`src/core/adc_seq_defs.svh`:
```
// Register map, field positions and timing constants for the ADC sequencer
`ifndef ADC_SEQ_DEFS_SVH
`define ADC_SEQ_DEFS_SVH

`define A_CTRL 4'h0
`define A_CHAN 4'h4
`define A_STAT 4'h8
`define A_DATA 4'hC

`define F_START 0
`define F_RES10 1
`define F_IEN 2
`define F_MODE_LO 3
`define F_TRIG_LO 5
`define F_STOP 7

`define F_BUSY 0
`define F_IRQF 1
`define F_PAUSED 2
`define F_OVR 3

`define CTRL_RST 8'h00
`define CHAN_RST 8'h70

`define MCLK_MHZ 100
`define T_CONV_NS 6120
`define T_SAMP_NS 2000

`endif

```
`src/core/adc_seq_pkg.sv`:
```
// Types shared by the ADC scan sequencer
package adc_seq_pkg;
  typedef enum logic [1:0] {
    MODE_SINGLE = 2'h0,
    MODE_CONT = 2'h1,
    MODE_PAUSE = 2'h2
  } scan_mode_t;

  typedef enum logic [1:0] {
    TRIG_SOFT = 2'h0,
    TRIG_TIMER = 2'h1,
    TRIG_EXT = 2'h2
  } trig_src_t;

  typedef enum logic [4:0] {
    ST_IDLE = 5'h01,
    ST_SAMPLE = 5'h02,
    ST_APPROX = 5'h04,
    ST_STORE = 5'h08,
    ST_PAUSE = 5'h10
  } seq_state_t;
endpackage

```
`src/core/adc_scan_sequencer.sv`:
```
// Scan sequencer and register port for an 8-channel SAR converter
//
// Operation
// (RULE_01) Resolution selectable, eight or ten bits
// (RULE_02) Any of eight analog channels selectable
// (RULE_03) Start by software, timer or falling edge
// (RULE_04) Single scan: start to end, then halt
// (RULE_05) Continuous scan restarts at start channel
// (RULE_06) Paused scan: one channel per activation
// (RULE_07) Stored result raises interrupt if enabled
// (RULE_08) Interrupt request launches intelligent I/O transfer
// (RULE_09) Conversion takes at least 6.12 us
// (RULE_10) Sampling lasts at least 2.0 us
// (RULE_11) Sample-hold, then one decision per bit
// (RULE_12) Busy from trigger to halt; ignore triggers
//
// The implementer's own choices: the address map and the plain strobed port.
`include "adc_seq_defs.svh"
module adc_scan_sequencer #(
  parameter int NCH = 8,
  parameter int RES_MAX = 10
) (
  input wire logic CLK_SYS,
  input wire logic RST,
  input wire logic [3:0] ADDR,
  input wire logic [15:0] WDATA,
  input wire logic WR,
  input wire logic RD,
  output logic [15:0] RDATA,
  input wire logic TIMER_TRIG,
  input wire logic EXT_TRIG_N,
  input wire logic CMP_HIGH,
  output logic [2:0] CH_SEL,
  output logic SAMPLE_EN,
  output logic [RES_MAX-1:0] DAC_CODE,
  output logic BUSY,
  output logic IRQ,
  output logic IO_SVC_REQ,
  input wire logic IO_SVC_ACK,
  output logic [15:0] RES_DATA,
  output logic RES_VALID,
  input wire logic RES_READY
);
  import adc_seq_pkg::*;

  localparam int SAMP_CYC = (`T_SAMP_NS * `MCLK_MHZ + 999) / 1000;
  localparam int CONV_CYC = (`T_CONV_NS * `MCLK_MHZ + 999) / 1000;
  localparam int BIT_CYC = (CONV_CYC - SAMP_CYC + RES_MAX - 1) / RES_MAX;
  localparam int CW = 10;

  logic [7:0] ctrl_q;
  logic [7:0] chan_q;
  logic [3:0] stat_q;
  logic [15:0] data_q;
  seq_state_t state_q;
  logic [2:0] cur_ch_q;
  logic [CW-1:0] tmr_q;
  logic [3:0] bit_q;
  logic [RES_MAX-1:0] sar_q;
  logic ext_prev_q;
  logic irq_q;

  scan_mode_t mode;
  trig_src_t tsrc;
  logic res10;
  logic [2:0] ch_start;
  logic [2:0] ch_end;
  logic trig;
  logic sw_start;
  logic clr_flag;
  logic stop_req;
  logic buf_ready;
  logic [12:0] buf_out;
  logic buf_valid;
  logic [15:0] result;
  logic last_ch;

  function automatic logic [2:0] next_ch(input logic [2:0] c,
                                         input logic [2:0] s,
                                         input logic [2:0] e);
    next_ch = (c == e) ? s : 3'(c + 3'h1);
  endfunction

  assign mode = scan_mode_t'(ctrl_q[`F_MODE_LO +: 2]);
  assign tsrc = trig_src_t'(ctrl_q[`F_TRIG_LO +: 2]);
  assign res10 = ctrl_q[`F_RES10]; // RULE_01
  assign ch_start = chan_q[6:4]; // RULE_02
  assign ch_end = chan_q[2:0];
  assign last_ch = (cur_ch_q == ch_end);
  assign sw_start = WR && ADDR == `A_CTRL && WDATA[`F_START];
  assign stop_req = WR && ADDR == `A_CTRL && WDATA[`F_STOP];
  assign clr_flag = WR && ADDR == `A_STAT && WDATA[`F_IRQF];

  // One source at a time; the external pin acts on its falling edge
  always_comb
  begin
    case (tsrc)
      TRIG_SOFT: trig = sw_start; // RULE_03
      TRIG_TIMER: trig = TIMER_TRIG; // RULE_03
      TRIG_EXT: trig = ext_prev_q && !EXT_TRIG_N; // RULE_03
      default: trig = 1'b0;
    endcase
  end

  always_ff @(posedge CLK_SYS or posedge RST)
  begin
    if (RST)
      ext_prev_q <= 1'b1;
    else
      ext_prev_q <= EXT_TRIG_N;
  end

  always_ff @(posedge CLK_SYS or posedge RST)
  begin
    if (RST)
    begin
      ctrl_q <= `CTRL_RST;
      chan_q <= `CHAN_RST;
    end
    else
    begin
      if (WR && ADDR == `A_CTRL)
        ctrl_q <= {1'b0, WDATA[6:1], 1'b0};
      if (WR && ADDR == `A_CHAN)
        chan_q <= {1'b0, WDATA[6:4], 1'b0, WDATA[2:0]};
    end
  end

  // Result word: channel in 12:10, data in 9:0
  assign result = res10 ? {3'h0, cur_ch_q, sar_q}
                        : {3'h0, cur_ch_q, 2'h0, sar_q[RES_MAX-1 -: 8]};

  always_ff @(posedge CLK_SYS or posedge RST)
  begin
    if (RST)
    begin
      state_q <= ST_IDLE;
      cur_ch_q <= 3'h0;
      tmr_q <= '0;
      bit_q <= 4'h0;
      sar_q <= '0;
    end
    else
    begin
      case (state_q)
        ST_IDLE, ST_PAUSE:
        begin
          // Triggers only count while idle or paused
          if (trig) // RULE_12
          begin
            state_q <= ST_SAMPLE;
            if (state_q == ST_IDLE)
              cur_ch_q <= ch_start;
            tmr_q <= CW'(SAMP_CYC - 1);
            sar_q <= '0;
          end
          else if (stop_req)
            state_q <= ST_IDLE;
        end
        ST_SAMPLE:
        begin
          if (tmr_q == '0) // RULE_10
          begin
            state_q <= ST_APPROX;
            bit_q <= res10 ? 4'(RES_MAX - 1) : 4'(RES_MAX - 1);
            sar_q <= RES_MAX'(1) << (RES_MAX - 1);
            tmr_q <= CW'(BIT_CYC - 1);
          end
          else
            tmr_q <= tmr_q - CW'(1);
        end
        ST_APPROX:
        begin
          if (tmr_q == '0) // RULE_09
          begin
            // Comparator says input is below trial code: drop the bit
            if (!CMP_HIGH) // RULE_11
              sar_q[bit_q] <= 1'b0;
            if (bit_q != 4'h0)
              sar_q[bit_q - 4'h1] <= 1'b1;
            // 8-bit mode still walks all ten bits so timing is fixed
            if (bit_q == 4'h0)
              state_q <= ST_STORE;
            else
              bit_q <= bit_q - 4'h1;
            tmr_q <= CW'(BIT_CYC - 1);
          end
          else
            tmr_q <= tmr_q - CW'(1);
        end
        ST_STORE:
        begin
          // Stall until the buffer takes the word; nothing is dropped
          if (buf_ready)
          begin
            if (stop_req || (mode == MODE_SINGLE && last_ch)) // RULE_04
              state_q <= ST_IDLE;
            else if (mode == MODE_PAUSE) // RULE_06
              state_q <= ST_PAUSE;
            else
            begin
              state_q <= ST_SAMPLE; // RULE_05
              tmr_q <= CW'(SAMP_CYC - 1);
              sar_q <= '0;
            end
            cur_ch_q <= next_ch(cur_ch_q, ch_start, ch_end); // RULE_06
          end
        end
        default: state_q <= ST_IDLE;
      endcase
    end
  end

  result_buf #(
    .W(13)
  ) u_buf (
    .clk(CLK_SYS),
    .rst(RST),
    .in_valid(state_q == ST_STORE),
    .in_ready(buf_ready),
    .in_data(result[12:0]),
    .out_valid(buf_valid),
    .out_ready(RES_READY || !RES_VALID),
    .out_data(buf_out)
  );

  always_ff @(posedge CLK_SYS or posedge RST)
  begin
    if (RST)
    begin
      RES_VALID <= 1'b0;
      RES_DATA <= 16'h0000;
    end
    else if (RES_READY || !RES_VALID)
    begin
      RES_VALID <= buf_valid;
      RES_DATA <= {3'h0, buf_out};
    end
  end

  // Status: flag set wins over a software clear in the same cycle
  always_ff @(posedge CLK_SYS or posedge RST)
  begin
    if (RST)
    begin
      stat_q <= 4'h0;
      data_q <= 16'h0000;
    end
    else
    begin
      stat_q[`F_BUSY] <= state_q != ST_IDLE && state_q != ST_PAUSE
                         || trig; // RULE_12
      stat_q[`F_PAUSED] <= state_q == ST_PAUSE;
      if (state_q == ST_STORE && buf_ready)
      begin
        data_q <= result;
        stat_q[`F_IRQF] <= 1'b1; // RULE_07
        stat_q[`F_OVR] <= stat_q[`F_IRQF] && !clr_flag;
      end
      else if (clr_flag)
      begin
        stat_q[`F_IRQF] <= 1'b0;
        stat_q[`F_OVR] <= 1'b0;
      end
    end
  end

  always_ff @(posedge CLK_SYS or posedge RST)
  begin
    if (RST)
    begin
      irq_q <= 1'b0;
      IRQ <= 1'b0;
      IO_SVC_REQ <= 1'b0;
    end
    else
    begin
      irq_q <= stat_q[`F_IRQF] && ctrl_q[`F_IEN];
      IRQ <= stat_q[`F_IRQF] && ctrl_q[`F_IEN]; // RULE_07
      // Service request rises with each new interrupt, drops on ack; an ack in the same cycle wins
      if (IO_SVC_ACK)
        IO_SVC_REQ <= 1'b0;
      else if (state_q == ST_STORE && buf_ready && ctrl_q[`F_IEN])
        IO_SVC_REQ <= 1'b1; // RULE_08
    end
  end

  always_ff @(posedge CLK_SYS or posedge RST)
  begin
    if (RST)
    begin
      CH_SEL <= 3'h0;
      SAMPLE_EN <= 1'b0;
      DAC_CODE <= '0;
      BUSY <= 1'b0;
    end
    else
    begin
      CH_SEL <= cur_ch_q; // RULE_02
      SAMPLE_EN <= state_q == ST_SAMPLE; // RULE_11
      DAC_CODE <= sar_q;
      BUSY <= stat_q[`F_BUSY]; // RULE_12
    end
  end

  always_ff @(posedge CLK_SYS or posedge RST)
  begin
    if (RST)
      RDATA <= 16'h0000;
    else if (RD)
    begin
      case (ADDR)
        `A_CTRL: RDATA <= {8'h00, ctrl_q};
        `A_CHAN: RDATA <= {8'h00, chan_q};
        `A_STAT: RDATA <= {12'h000, stat_q};
        `A_DATA: RDATA <= data_q;
        default: RDATA <= 16'h0000;
      endcase
    end
    else
      RDATA <= 16'h0000;
  end

  logic unused;
  assign unused = irq_q;
endmodule // adc_scan_sequencer

```
`src/core/result_buf.sv`:
```
// Two-entry valid/ready buffer for conversion results
module result_buf #(
  parameter int W = 13
) (
  input wire logic clk,
  input wire logic rst,
  input wire logic in_valid,
  output logic in_ready,
  input wire logic [W-1:0] in_data,
  output logic out_valid,
  input wire logic out_ready,
  output logic [W-1:0] out_data
);
  logic [W-1:0] mem_q [2];
  logic wp_q;
  logic rp_q;
  logic [1:0] cnt_q;
  logic push;
  logic pop;

  assign push = in_valid && in_ready;
  assign pop = out_valid && out_ready;
  assign in_ready = (cnt_q != 2'h2);

  always_ff @(posedge clk or posedge rst)
  begin
    if (rst)
    begin
      wp_q <= 1'b0;
      rp_q <= 1'b0;
      cnt_q <= 2'h0;
    end
    else
    begin
      if (push)
        wp_q <= ~wp_q;
      if (pop)
        rp_q <= ~rp_q;
      cnt_q <= cnt_q + {1'b0, push} - {1'b0, pop};
    end
  end

  always_ff @(posedge clk)
  begin
    if (push)
      mem_q[wp_q] <= in_data;
  end

  // Read data come from a register: refilled whenever the head moves
  always_ff @(posedge clk or posedge rst)
  begin
    if (rst)
    begin
      out_valid <= 1'b0;
      out_data <= '0;
    end
    else
    begin
      if (cnt_q == 2'h0 || (cnt_q == 2'h1 && pop))
      begin
        out_valid <= push;
        out_data <= in_data;
      end
      else if (pop || !out_valid)
      begin
        out_valid <= 1'b1;
        out_data <= mem_q[pop ? ~rp_q : rp_q];
      end
    end
  end
endmodule // result_buf

```
`config.mk`:
```
export PLATFORM = sky130hd
export DESIGN_NAME = adc_scan_sequencer
export DESIGN_NICKNAME = d
export VERILOG_FILES = /design/src/core/adc_seq_pkg.sv /design/src/core/adc_scan_sequencer.sv /design/src/core/result_buf.sv
export VERILOG_INCLUDE_DIRS = /design/src /design/src/core
export SDC_FILE = /design/constraint.sdc
export NUM_CORES = 1
export LEC_CHECK = 0
export CELL_PAD_IN_SITES_DETAIL_PLACEMENT = 0
export CELL_PAD_IN_SITES_GLOBAL_PLACEMENT = 1
export CORE_UTILIZATION = 46
export DETAILED_ROUTE_END_ITERATION = 16
export DONT_BUFFER_PORTS = 1
export GPL_ROUTABILITY_DRIVEN = 0
export PLACE_DENSITY = 0.79
export SLEW_MARGIN = 20
export SYNTH_ARGS = -nofsm -noshare
export SYNTH_HDL_FRONTEND = slang
export SYNTH_SLANG_ARGS = --single-unit
```
`constraint.sdc`:
```
create_clock -name CLK_SYS -period 3.9 [get_ports CLK_SYS]
set_input_delay 0.585 -clock CLK_SYS [delete_from_list [all_inputs] [get_ports CLK_SYS]]
set_output_delay 0.585 -clock CLK_SYS [all_outputs]
set_load 0.01 [all_outputs]
```
==> flow_summary_export.csv <==
group,metric,value,unit
status,status,"completed",
timing,setup_ws,1.31,ns
die,rows,45,
drt,drtIter0Drc,261,
drt,antenna_left,0,
logic_synthesis,synth_top_area_share,41.6,%
flow_run,maxCapViolCount,0,
power_and_ir_drop,ir_worst_vdd,0.360,mV
timing,post-route-period-util,66.4,%
power_and_ir_drop,total_leakage_power,3.41,nW
logic_synthesis,synth_warnings,0,
cts,cts_tree,"built",
timing,min_period,2.59,ns
global_route,antenna_found_initial,0,
timing,fmax,386,MHz
logic_synthesis,ys_seq_area_share,54.3,%
power_and_ir_drop,power_density,677,nW/um^2
cts,clkSlewWorstSetupHoldPaths,0.07,ns
drt,vias,4764,
die,die_area,16100,sq um
cts,clk_path_buf_depth,2,
global_route,grt_pass1_wl,24700,um
critical_path,cp-end-kind,"register",
timing,setup_viol,0,
logic_synthesis,ys_types,68,
die,core-area,15200,sq um
timing,tightest_slew,0.930,ns
logic_synthesis,yosys.area.top_type,"dfrtp_1",
die,die_x,127,um
timing,hold_ws,0.155,ns
cts,clock_latency,0.43,ns
cts,cts_sinks,150,
placement,dp_hpwl,10300,um
logic_synthesis,netlist_top_cells_count,"dfrtp_1 (119), nand2_1 (59), o21ai_0 (52)",
drt,drt_wl_total,15100,um
final_layout,syn_to_final_growth,9.63,%
logic_synthesis,syn_inst,651,
drt,post_drt_wl_per_cell,18.0,um
critical_path,cp.required,4.25,ns
cts,cts-buffers-inserted,17,
logic_synthesis,ys_ff_latch,150,
logic_synthesis,synth_area,7160,sq um
placement,place_ws,1.31,ns
final_layout,drive_gt1_share,14.0,%
timing,rsz0062_at_grt,"no",
final_layout,num_antenna_cells,0,
die,fp.dieH,127,um
placement,port_buffers,0,
logic_synthesis,synthTopCellsByArea,"dfrtp_1 (42%), edfxtp_1 (11%), mux2i_1 (6.4%), mux2_2 (5.3%), o21ai_0 (3.6%)",
timing,report.final.slew_viol_count,0,
timing,final.setup_skew,0.0119,ns
cts,post_cts_resized,0,
die,ios,79,
drt,drc_errors,0,
timing,max_slew_margin,38.0,%
timing,hold_viol,0,
critical_path,crit_top_cell,"xnor2_1",
critical_path,cp.arrival,2.94,ns
critical_path,cp_slowest_cell,"nand2_1",
logic_synthesis,ys_async_sr_fraction,82.7,%
logic_synthesis,yosys.cell_count.top_type,"dfrtp_1",
global_route,grt_pass1_vias,4778,
power_and_ir_drop,power.total,5.31,mW
logic_synthesis,synth_ff_type,"dfrtp_1",
logic_synthesis,avgSynthCellArea,11.0,sq um
critical_path,critPathKind,"reg -> reg",
drt,vias_per_cell,5.67,
drt,drtPass1Iterations,4,
cts,postCtsHoldBufs,0,
critical_path,cp_slowest_stage_delay,0.52,ns
logic_synthesis,synth-edff-count,26,
critical_path,startpoint_type,"register",
cts,cts_root_buf,"clkbuf_16",
critical_path,crit_path_cell_trace,"or3_4, nor2_4, nand2_1, inv_1, ha_1, xnor2_1, xnor2_1",
timing,setup_tns,0,ns
global_route,grt_start_max_net_pins,76,
cts,cts_setup_buffers,0,
min_path,hp-class,"in -> reg",
global_route,globalRouteOverflowTotal,0,
cts,h-tree-depth,4,
critical_path,critPathMaxFanout,31,
die,start_util,47.1,%
final_layout,fin_nets,679,
global_route,grt_usage,20.0,%
==> worst max-delay path: cells and delay by family, from the launching register on <==
kind | cells | cell delay [ns]
xor+xnor | 2 | 0.27
fa+ha+maj | 1 | 0.21
buf+inv | 1 | 0.42
flops | 1 | 0.47
simple gates | 3 | 1.14
==> layout by cell type (no fill, tap or decap), drive strengths merged, types with 11 or more instances in the layout <==
master,n
a211oi,15
a21oi,34
clkbuf,20
dfrtp,119
edfxtp,26
ha,11
inv,39
mux2,36
mux2i,46
nand2,59
nand2b,11
nor2,43
o21ai,52
==> sequential cells by signal (all words and copies together) (netlist names), 2 cells and up <==
signal          count
u_buf.mem_q        26
RDATA              13
RES_DATA           13
data_q             13
u_buf.out_data     13
DAC_CODE           10
sar_q              10
tmr_q              10
chan_q              6
ctrl_q              6
state_q             5
bit_q               4
stat_q              4
CH_SEL              3
cur_ch_q            3
u_buf.cnt_q         2
==> stage by stage <==
| step | instances | utilization (%) | cell area, sq um |
|---|---|---|---|
| 6_report | 840 | 51.6 | 7850 |
| 5_1_grt | 840 | 51.6 | 7850 |
| 4_1_cts | 840 | 51.6 | 7840 |
| 3_5_place_dp | 808 | 47.9 | 7270 |
| 3_3_place_gp | 808 | 47.9 | 7270 |
| 2_1_floorplan | 656 | - | 7180 |
==> power by group <==
group | internal (mW) | leakage (nW) | switching (mW)
logic | 0.638 | 1.31 | 0.810
registers | 1.92 | 1.83 | 0.373
clock network | 0.896 | 0.270 | 0.676
total | 3.45 | 3.41 | 1.86
==> logic make-up after synthesis <==
group | Yosys count | share of synthesized area [%]
compound gates | 148 | 13.3
xor+xnor | 11 | 1.35
flops | 150 | 54.3
other cells | 1 | 0.0524
mux | 82 | 12.1
fa+ha+maj | 11 | 1.92
simple gates | 174 | 12.5
buf+inv | 74 | 4.47
==> layout make-up <==
cell class / count / area [sq um]
sequential: 150 / 3890
multi-input combinational: 432 / 2980
clock inverter: 12 / 90.1
clock buffer: 20 / 479
tap: 188 / 235
inverter: 34 / 130
timing repair buffer: 4 / 42.5
fill: 1334 / 7350
==> routing by layer <==
layer,vias up,wire length (um),global-route usage [%]
met3,8,463,4.01
met4,0,122,7.63
met5,-,0,0
met2,87,7730,34.1
li1,2278,-,-
met1,2391,6780,25.1
==> path summary, 6_finish.rpt <==
path / startpoint / end / cells past startpoint / slack [ns]
max: state_q[1] / u_buf.cnt_q[1] / 7 / 1.31
min: EXT_TRIG_N / ext_prev_q / 0 / 0.15
max reg2reg: state_q[1] / u_buf.cnt_q[1] / 7 / 1.31
min reg2reg: stat_q[0] / BUSY / 0 / 0.39
max in group asynchronous: RST / state_q[0] / 2 / 2.81
min in group asynchronous: RST / RDATA[6] / 1 / 0.25
Power figures use the tool's default switching activity.
